===== src/bmag_cfg.svh =====
// named constants for the bit-manipulation execution unit, group a
// assumes inclusion by bare name from the package and the unit
`ifndef BMAG_CFG_SVH
`define BMAG_CFG_SVH

// register widths that the unit supports
`define BMAG_XLEN_NARROW   32
`define BMAG_XLEN_WIDE     64
`define BMAG_DATA_W        64
// low word of an operand
`define BMAG_WORD_MSB      31
`define BMAG_WORD_W        32
// bit of the immediate index that is reserved in the narrow configuration
`define BMAG_IMM_RSVD_BIT  5
`define BMAG_IMM_W         6
// width of the operation select
`define BMAG_OP_W          5
// reset value of the answer
`define BMAG_RESULT_RST    64'h0000_0000_0000_0000

`endif


===== src/bmag_pkg.sv =====
// types shared by the bit-manipulation execution unit, group a
// assumes bmag_cfg.svh is on the include path
`include "bmag_cfg.svh"

package bmag_pkg;

  // operation select from the execute stage
  typedef enum logic [`BMAG_OP_W-1:0] {
    BMAG_OP_ADD_ZERO_EXTENDED_WORD = 5'h00,
    BMAG_OP_AND_INV                = 5'h01,
    BMAG_OP_BIT_CLEAR              = 5'h02,
    BMAG_OP_BIT_EXTRACT            = 5'h03,
    BMAG_OP_BIT_INVERT             = 5'h04,
    BMAG_OP_BIT_SET                = 5'h05,
    BMAG_OP_BIT_CLEAR_IMM          = 5'h06,
    BMAG_OP_BIT_EXTRACT_IMM        = 5'h07,
    BMAG_OP_BIT_INVERT_IMM         = 5'h08,
    BMAG_OP_BIT_SET_IMM            = 5'h09,
    BMAG_OP_CLMUL_LOW              = 5'h0a,
    BMAG_OP_CLMUL_HIGH             = 5'h0b,
    BMAG_OP_CLMUL_REV              = 5'h0c,
    BMAG_OP_LEAD_ZERO              = 5'h0d,
    BMAG_OP_LEAD_ZERO_WORD         = 5'h0e,
    BMAG_OP_POP_COUNT              = 5'h0f,
    BMAG_OP_POP_COUNT_WORD         = 5'h10
  } bmag_op_t;

  // request from the execute stage
  typedef struct packed {
    logic                    valid;
    bmag_op_t                op;
    logic [`BMAG_IMM_W-1:0]  imm_index;
  } bmag_req_t;

  // answer to writeback; data above the register width reads zero
  typedef struct packed {
    logic                    valid;
    logic                    illegal;
    logic [`BMAG_DATA_W-1:0] data;
  } bmag_resp_t;

endpackage : bmag_pkg


===== src/bmag_alu.sv =====
// bit-manipulation execution unit, group a: word add, and-not, single-bit
// ops, carry-less multiply, leading-zero count and population count
// assumes the execute stage holds operands for the cycle of req.valid and
// takes the registered answer one clock later
`timescale 1ns/100ps
`include "bmag_cfg.svh"

// Behaviour
// - add zero-extended low word to second operand
// - and first operand with inverted second
// - register index uses low log2 bits
// - clear: force selected bit to zero
// - extract: selected bit into bit zero
// - invert: toggle selected bit only
// - set: force selected bit to one
// - immediate forms take index from immediate
// - narrow: immediate index bit five reserved
// - carry-less multiply returns low product half
// - carry-less multiply high returns upper half
// - reversed returns product bits 2w-2 to w-1
// - reversed equals reversed operands low product
// - leading zeros full width, width when zero
// - word leading zeros from bit 31
// - population count over whole operand
// - word population count over low word
module bmag_alu #(
  parameter int XLEN = `BMAG_XLEN_WIDE
) (
  // clock and reset
  input  wire logic                     clk,
  input  wire logic                     rst_n,
  // request from the execute stage
  input  wire bmag_pkg::bmag_req_t      req,
  input  wire logic [XLEN-1:0]          first_source_operand,
  input  wire logic [XLEN-1:0]          second_source_operand,
  // answer to writeback
  output bmag_pkg::bmag_resp_t          resp_q
);

  // width of a bit index, and of a count that must also hold the width
  // itself for an all-zero operand
  localparam int IDX_W = $clog2(XLEN);
  localparam int CNT_W = IDX_W + 1;
  // only the wide configuration offers the word operations
  localparam bit WIDE  = (XLEN == `BMAG_XLEN_WIDE);

  // operands under short names
  logic [XLEN-1:0]   a;
  logic [XLEN-1:0]   b;
  // bit index and its one-hot mask
  logic [IDX_W-1:0]  reg_index;
  logic [IDX_W-1:0]  imm_index;
  logic [IDX_W-1:0]  bit_index;
  logic [XLEN-1:0]   bit_mask;
  // decode of the select
  logic              imm_form;
  logic              imm_reserved;
  logic              wide_only;
  logic              op_known;
  // add and logic
  logic [XLEN-1:0]   sum_word;
  logic [XLEN-1:0]   and_inv;
  // carry-less multiply
  logic [XLEN-1:0]   pp [XLEN];
  logic [2*XLEN-1:0] clmul_acc [XLEN+1];
  logic [2*XLEN-1:0] clmul_prod;
  logic [XLEN-1:0]   clmul_low;
  logic [XLEN-1:0]   clmul_high;
  logic [XLEN-1:0]   clmul_rev;
  // counts; chain entry i covers operand bits i-1 down to 0
  logic [CNT_W-1:0]  lz_acc [XLEN+1];
  logic [CNT_W-1:0]  lzw_acc [`BMAG_WORD_W+1];
  logic [CNT_W-1:0]  pop_acc [XLEN+1];
  logic [CNT_W-1:0]  lz_full;
  logic [CNT_W-1:0]  lz_word;
  logic [CNT_W-1:0]  pop_full;
  logic [CNT_W-1:0]  pop_word;
  // answer
  logic [XLEN-1:0]   result;
  logic              illegal;
  bmag_pkg::bmag_resp_t resp_d;

  assign a = first_source_operand;
  assign b = second_source_operand;

  // index selection; higher bits of the source are simply not wired in
  // low index bits
  assign reg_index = b[IDX_W-1:0];
  assign imm_index = req.imm_index[IDX_W-1:0];

  // immediate single-bit forms
  always_comb begin
    case (req.op)
      bmag_pkg::BMAG_OP_BIT_CLEAR_IMM,
      bmag_pkg::BMAG_OP_BIT_EXTRACT_IMM,
      bmag_pkg::BMAG_OP_BIT_INVERT_IMM,
      bmag_pkg::BMAG_OP_BIT_SET_IMM: imm_form = 1'b1;
      default:                       imm_form = 1'b0;
    endcase
  end

  assign bit_index = imm_form ? imm_index : reg_index;

  // one-hot mask at the selected index
  assign bit_mask = {{(XLEN-1){1'b0}}, 1'b1} << bit_index;

  // a size cast zero-extends, and unlike a filler replication it stays
  // legal in the narrow configuration, where the filler has no bits
  // zero-extended word add
  assign sum_word = b + XLEN'(a[`BMAG_WORD_MSB:0]);

  assign and_inv = a & ~b;

  // chain seeds: entry 0 is the value for an empty operand
  assign clmul_acc[0] = '0;
  assign lz_acc[0]    = CNT_W'(XLEN);
  assign lzw_acc[0]   = CNT_W'(`BMAG_WORD_W);
  assign pop_acc[0]   = '0;

  // one slice per operand bit moves every chain on by one place, the word chain in the low 32 slices only; ripple
  // chains keep the netlist plain, and as each step is associative a
  // synthesis tool may rebalance them into trees where timing needs it
  for (genvar i = 0; i < XLEN; i++) begin : g_bit
    // partial product: a itself where bit i of b is set
    assign pp[i]          = b[i] ? a : '0;
    // xor-accumulate at offset i; columns never carry into each other
    assign clmul_acc[i+1] = clmul_acc[i] ^ ({{XLEN{1'b0}}, pp[i]} << i);
    // scanning up from the lsb, the highest one seen so far decides
    assign lz_acc[i+1]    = a[i] ? CNT_W'(XLEN - 1 - i) : lz_acc[i];
    // one-bit increment of the running population
    assign pop_acc[i+1]   = pop_acc[i] + CNT_W'(a[i]);
    // the low word has its own leading-zero chain, counted from bit 31
    if (i < `BMAG_WORD_W) begin : g_word
      assign lzw_acc[i+1] = a[i] ? CNT_W'(`BMAG_WORD_MSB - i) : lzw_acc[i];
    end
  end

  // the product is kept at double width so all three slices share it
  assign clmul_prod = clmul_acc[XLEN];
  assign clmul_low  = clmul_prod[XLEN-1:0];
  assign clmul_high = clmul_prod[2*XLEN-1:XLEN];
  // middle slice, which is the bit-reversed low product of the
  // bit-reversed operands, so no second multiplier is needed
  // reversal equivalence
  assign clmul_rev  = clmul_prod[2*XLEN-2:XLEN-1];

  // counts are the chain ends, or taps part-way along them
  // full-width leading zeros
  assign lz_full  = lz_acc[XLEN];
  assign lz_word  = lzw_acc[`BMAG_WORD_W];
  assign pop_full = pop_acc[XLEN];
  // the word form taps the same chain after bit 31, so it costs no
  // adders of its own
  // low word population
  assign pop_word = pop_acc[`BMAG_WORD_W];

  // legality of the select for this configuration
  // wide-only operations
  always_comb begin
    case (req.op)
      bmag_pkg::BMAG_OP_ADD_ZERO_EXTENDED_WORD,
      bmag_pkg::BMAG_OP_LEAD_ZERO_WORD,
      bmag_pkg::BMAG_OP_POP_COUNT_WORD: wide_only = 1'b1;
      default:                          wide_only = 1'b0;
    endcase
  end

  // select codes past the last operation are refused as well
  assign op_known = (req.op <= bmag_pkg::BMAG_OP_POP_COUNT_WORD);

  assign imm_reserved = !WIDE && imm_form && req.imm_index[`BMAG_IMM_RSVD_BIT];

  assign illegal = !op_known || imm_reserved || (wide_only && !WIDE);

  // result multiplexer; a refused request answers zero, never a partial
  // result, so writeback can discard it without side effects
  always_comb begin
    result = '0;
    case (req.op)
      bmag_pkg::BMAG_OP_ADD_ZERO_EXTENDED_WORD: result = sum_word;
      bmag_pkg::BMAG_OP_AND_INV:                result = and_inv;
      bmag_pkg::BMAG_OP_BIT_CLEAR,
      bmag_pkg::BMAG_OP_BIT_CLEAR_IMM:          result = a & ~bit_mask;
      bmag_pkg::BMAG_OP_BIT_EXTRACT,
      bmag_pkg::BMAG_OP_BIT_EXTRACT_IMM:        result = {{(XLEN-1){1'b0}}, a[bit_index]};
      bmag_pkg::BMAG_OP_BIT_INVERT,
      bmag_pkg::BMAG_OP_BIT_INVERT_IMM:         result = a ^ bit_mask;
      bmag_pkg::BMAG_OP_BIT_SET,
      bmag_pkg::BMAG_OP_BIT_SET_IMM:            result = a | bit_mask;
      bmag_pkg::BMAG_OP_CLMUL_LOW:              result = clmul_low;
      bmag_pkg::BMAG_OP_CLMUL_HIGH:             result = clmul_high;
      bmag_pkg::BMAG_OP_CLMUL_REV:              result = clmul_rev;
      bmag_pkg::BMAG_OP_LEAD_ZERO:              result = XLEN'(lz_full);
      bmag_pkg::BMAG_OP_LEAD_ZERO_WORD:         result = XLEN'(lz_word);
      bmag_pkg::BMAG_OP_POP_COUNT:              result = XLEN'(pop_full);
      bmag_pkg::BMAG_OP_POP_COUNT_WORD:         result = XLEN'(pop_word);
      default:                                  result = '0;
    endcase
    if (illegal) begin
      result = '0;
    end
  end

  // pack the answer; bits above the register width stay zero
  always_comb begin
    resp_d         = '0;
    resp_d.valid   = req.valid;
    resp_d.illegal = req.valid && illegal;
    resp_d.data    = (req.valid && !illegal) ? `BMAG_DATA_W'(result) : '0;
  end

  always_ff @(posedge clk or negedge rst_n) begin
    if (!rst_n) begin
      resp_q <= '{valid: 1'b0, illegal: 1'b0, data: `BMAG_RESULT_RST};
    end else begin
      resp_q <= resp_d;
    end
  end

endmodule : bmag_alu


===== config.mk =====
export PLATFORM = sky130hd
export DESIGN_NAME = bmag_alu
export DESIGN_NICKNAME = d
export VERILOG_FILES = /design/src/bmag_pkg.sv /design/src/bmag_alu.sv
export VERILOG_INCLUDE_DIRS = /design/src /design/src/src
export SDC_FILE = /design/constraint.sdc
export NUM_CORES = 2
export LEC_CHECK = 0
export ABC_AREA = 1
export BUFFER_PORTS_ARGS = -buffer_cell sky130_fd_sc_hd__buf_2
export CORE_ASPECT_RATIO = 1.4
export CORE_MARGIN = 5
export CORE_UTILIZATION = 25
export DETAILED_ROUTE_END_ITERATION = 7
export GPL_TIMING_DRIVEN = 0
export PLACE_DENSITY = 0.39
export SLEW_MARGIN = 20
export SYNTH_ARGS = -nofsm -noshare
export SYNTH_HDL_FRONTEND = slang
export SYNTH_SLANG_ARGS = --single-unit

===== constraint.sdc =====
create_clock -name clk -period 0.8 [get_ports clk]
set_clock_uncertainty 0.2 [all_clocks]
set_input_delay 0.04 -clock clk [delete_from_list [all_inputs] [get_ports clk]]
set_output_delay 0.04 -clock clk [all_outputs]
set_load 0.005 [all_outputs]

# After elaboration in Yosys (flattened, before gate mapping)
# Index checks and enable logic that the tools add are counted.
[word_totals] ff_bits=66 latchBits=0 mem_bits_rw=0 rom_bits=0 in_bits=142 output_inout_bits=66 mem_count=0
[classes] add_sub_neg=64 n_mul=0 n_div=0 order_cmp=2 n_eq_ne=16 shift=1 muxes=167 bitwise=69 n_reduce_logical=9
[ops] operator="$mux W64" n=66
[ops] operator="$pmux W64 S13" n=1
[ops] operator="$mux W7" n=64
[ops] operator="$add A7 B1 Y7" n=57
[ops] operator="$mux W6" n=33
[ops] operator="$and A64 B64 Y64" n=2
[ops] operator="$not A64 Y64" n=2
[ops] operator="$xor A128 B125 Y128" n=1
[ops] operator="$xor A128 B126 Y128" n=1
[ops] operator="$xor A128 B127 Y128" n=1
[ops] operator="$xor A123 B124 Y124" n=1
[ops] operator="$xor A122 B123 Y123" n=1
[ops] operator="$xor A121 B122 Y122" n=1
[ops] operator="$xor A120 B121 Y121" n=1
[ops] operator="$xor A119 B120 Y120" n=1
[ops] operator="$xor A118 B119 Y119" n=1
[ops] operator="$xor A117 B118 Y118" n=1
[ops] operator="$xor A116 B117 Y117" n=1
[ops] operator="$xor A115 B116 Y116" n=1
[ops] operator="$xor A114 B115 Y115" n=1
[ops] operator="$xor A113 B114 Y114" n=1
[ops] operator="$xor A112 B113 Y113" n=1
[ops] operator="$xor A111 B112 Y112" n=1
[ops] operator="$xor A110 B111 Y111" n=1
[ops] operator="70 further kinds" n=86

# Logic depth before layout (Yosys ltp)
[depth] word_depth=67 depth_mapped=67 mapped_depth_nobuf=64

# Least setup slack after synthesis
# OpenSTA, ideal clock, no wires.
[synth_path] path_kind="input to register" start="in first_source_operand[23]" end="reg resp_q[6] in the netlist's numbering" setup_time_ps=88 arrival_ps=7621 t_required_ps=512 setup_slack_ps=-7110 path_stages=29 path_buffers=0 cell_sequence="inv_1 fa_1 fa_1 inv_1 fa_1 inv_1 fa_1 fa_1 fa_1 inv_1 ha_1 fa_1 inv_1 fa_1 fa_1 fa_1 fa_1 fa_1 fa_1 nor2_1 o21ai_0 nand2_1 nand2_1 nand2_1 a21oi_1 xor2_1 o2111ai_1 a21oi_1 a41oi_1"
[synth_rtl] element="from (decl)" line_no="bmag_alu.sv:34" source="input wire logic [XLEN-1:0] first_source_operand,"
[synth_rtl] element="to (signal assigned)" line_no="bmag_alu.sv:214" source="resp_q <= '{valid: 1'b0, illegal: 1'b0, data: `BMAG_RESULT_RST};"
[synth_rtl] element="to (signal assigned)" line_no="bmag_alu.sv:216" source="resp_q <= resp_d;"
[synth_rtl] element="to (decl)" line_no="bmag_alu.sv:37" source="output bmag_pkg::bmag_resp_t resp_q"

==> flow_summary.ini <==
[sta]
rsz0062_at_grt = yes
finalCritPeriodShare = 10.3
finalSetupViolCount = 130
max_slew_margin = 0.0519
tightestPinTransition_ps = 1410
fmax_ghz = 0.121
finalCriticalPeriod_ps = 8260
fin_hold_ws_ps = -430
timing.final.ws_setup_ps = -7460
hold_viol_final = 67
final_max_slew_viol_count = 0

[clocking]
clockBufferDepth = 2
htreeDepth = 3
cts_hold_buf = 1
clock_sinks = 66
cts_buffers = 9
cts_tree = done
path_clk_slew_ps = 60
root_buffer = clkbuf_16

[route]
avgViaCountPerCell = 5.91
dr_total_vias = 87000
dr.pass1.iters = 8
drt_iter0_drc = 14500
drc = 2
ant_nets = 0
wl_per_cell_um = 49.1
wl_mm = 723

[logic_synthesis]
ys_async_sr_fraction = 1.00
syn_inst = 10800
synth_top_family_by_area = XOR/XNOR gates
syn-cell-area_um2 = 65500
synth_common_cells = nand2_1, xnor2_1, xor2_1
synthMuxAreaShare = 0
synth_fa_ha_area_frac = 0.0383
yosys-top-cells-area = xnor2_1, nand2_1, xor2_1, clkbuf_1, dfrtp_1
synth.yosys.seq_area_share = 0.0252
synth_top_area_frac = 0.355
ys_warn_count = 0
synth_top_area_cell = xnor2_1
synth_xor_xnor_area_share = 0.527
synth_compound_area_frac = 0.0545
synth-edff-count = 0
avgSynthCellArea_um2 = 6.08
ys_ff_latch = 66
yosysMostFrequentCell = nand2_1
synth_ff_type = dfrtp_1
synth_cell_types = 63
synthSimpleGateAreaFrac = 0.283
syn-num-nets = 11100

[finish]
final_net_count = 11500
largest_reg_flops = 66
reg_top3 = resp_q x66
regArea_um2 = 1650
multiInputGateArea_um2 = 63200
syn_to_final_growth_pct = 28.4
final_area_um2 = 84100
regMostFlops = resp_q
fill_cells = 28900
drive_gt1_frac = 0.167

[grt]
grt_pass1_wl_mm = 895
grt_pass1_vias = 78200
antenna_found_initial = 86
grt.total_usage = 0.504
grt_max_degree = 67
grt-ovfl-total = 0

[setup_path]
path_delay_family = adder cells
path_cells = buf_12 -> clkinvlp_4 -> fa_1 -> fa_1 -> fa_1 -> fa_1 -> fa_1 -> fa_1 -> inv_2 -> ha_4 -> fa_1 -> inv_1 -> fa_1 -> fa_1 -> fa_1 -> fa_1 -> fa_2 -> fa_2 -> o2111ai_4 -> a31oi_2 -> o211ai_1 -> nor2_4 -> a21oi_1
cp.arrival_ps = 8260
cpMaxStageDelayCell = fa_2
cpMostUsedCell = fa_1
cp.depth = 23
critical_path_class = input port to flip-flop
startpoint_type = input port
cp_slowest_stage_delay_ps = 590
critPathBufInv = 4
crit_start = first_source_operand[7]
critPathCapture = resp_q[1]
cp_max_fo = 5
crit_required_ps = 790
end_kind = flip-flop

[floorplan]
core-area_um2 = 261000
die_w_um = 443
ios = 208
dieArea_um2 = 272000
std_cell_rows = 222
die_y_um = 616
initial_utilization = 0.251

[status]
violations = DRC, hold timing, setup timing
status = complete, but fails checks

[place]
portBuffers = 203
gp_congestion = 1.13
dpl.hpwl_mm = 543
pre_cts_ws_ps = -9070
dpl-instance-area_um2 = 74700

[power_and_ir_drop]
power_density_nw_per_um2 = 2410
power_mw = 203
ir_drop_uv = 4940
p_leak_nw = 34.3

[flow_run]
cap_viol_max_count = 0

[min_path]
hold_path.class = input port to asynchronous set/reset pin
-- what timing repair did --
action | 4_1_cts | 5_1_grt
endpoints found under the setup margin | 130 | 130
hold endpoints to repair | 68 | 67
pin swaps | 161 | 84
setup buffers | 111 | 34
gates resized for setup | 1583 | 130
-- kinds of logic (layout without fill, tap and decap cells) --
logic type      count (synthesis)  in the layout
compound gates                557            557
buf+inv                      1235           1636
fa+ha+maj                     170            170
other cells                     0             81
flops                          66             66
xor+xnor                     3943           3943
simple gates                 4800           4800
-- area by class of cell --
class                   count  area share
clock buffers               9     0.00268
plain buffers             983       0.118
inverters                 252      0.0122
flip-flops and latches     66      0.0196
repair buffers            385      0.0401
well taps                3472      0.0517
multi-input cells        9470       0.752
clock inverters             7     0.00140
diodes                     81     0.00241
-- metal layers --
metal	part of all wire	routed length (um)	global-route usage	vias to the layer above
li1	-	-	-	33300
met1	0.34	245000	0.541	41900
met2	0.40	289000	0.714	8396
met3	0.12	87800	0.197	3279
met4	0.14	101000	0.553	42
met5	0.00056	404	0.00511	-
-- per-stage QoR --
stage	setup TNS, ps	hold slack [ps]	util	std cells
6_report	-261110	-430	0.322	14700
3_3_place_gp	-434250	-17.4	0.281	14400
5_1_grt	-264020	-348	0.321	14700
2_1_floorplan	-180450	-456	-	10800
3_5_place_dp	-341070	-39.9	0.286	14500
4_1_cts	-256110	-418	0.317	14600
-- cells in the final DEF, fill, tap and decap left out, types with 36 or more instances in the layout --
| cell type | synthesis | layout |
|---|---|---|
| a21oi_1 | 179 | 155 |
| buf_12 | 0 | 42 |
| buf_2 | 4 | 254 |
| buf_4 | 0 | 277 |
| buf_6 | 1 | 130 |
| buf_8 | 0 | 40 |
| clkbuf_1 | 565 | 53 |
| clkbuf_16 | 0 | 76 |
| clkbuf_2 | 0 | 103 |
| clkbuf_4 | 2 | 145 |
| clkbuf_8 | 0 | 203 |
| dfrtp_1 | 66 | 66 |
| diode_2 | 0 | 81 |
| fa_1 | 51 | 45 |
| ha_1 | 119 | 112 |
| inv_1 | 229 | 206 |
| nand2_1 | 4399 | 4372 |
| nand3_1 | 144 | 129 |
| nor2_1 | 130 | 107 |
| o211ai_1 | 75 | 75 |
| o21ai_0 | 111 | 74 |
| o22ai_1 | 36 | 36 |
| xnor2_1 | 2657 | 2506 |
| xnor2_2 | 0 | 117 |
| xor2_1 | 1286 | 1193 |
| xor2_2 | 0 | 74 |
-- report_power, final --
group | switching [mW] | internal [mW]
Sequential | 0.0455 | 3.54
Clock | 1.54 | 3.04
Combinational | 131 | 63.8
-- worst min-delay path by stage --
stage,slack (ps),depth (start not counted),from,endpoint
2_1_floorplan,-460,0,rst_n,resp_q[0]
3_3_place_gp,-20,1,req[11],resp_q[65]
4_1_cts,-420,1,rst_n,resp_q[16]
3_5_place_dp,-40,1,rst_n,resp_q[16]
5_1_grt,-350,1,rst_n,resp_q[16]
6_report,-430,1,rst_n,resp_q[16]
Power figures use the tool's default switching activity.
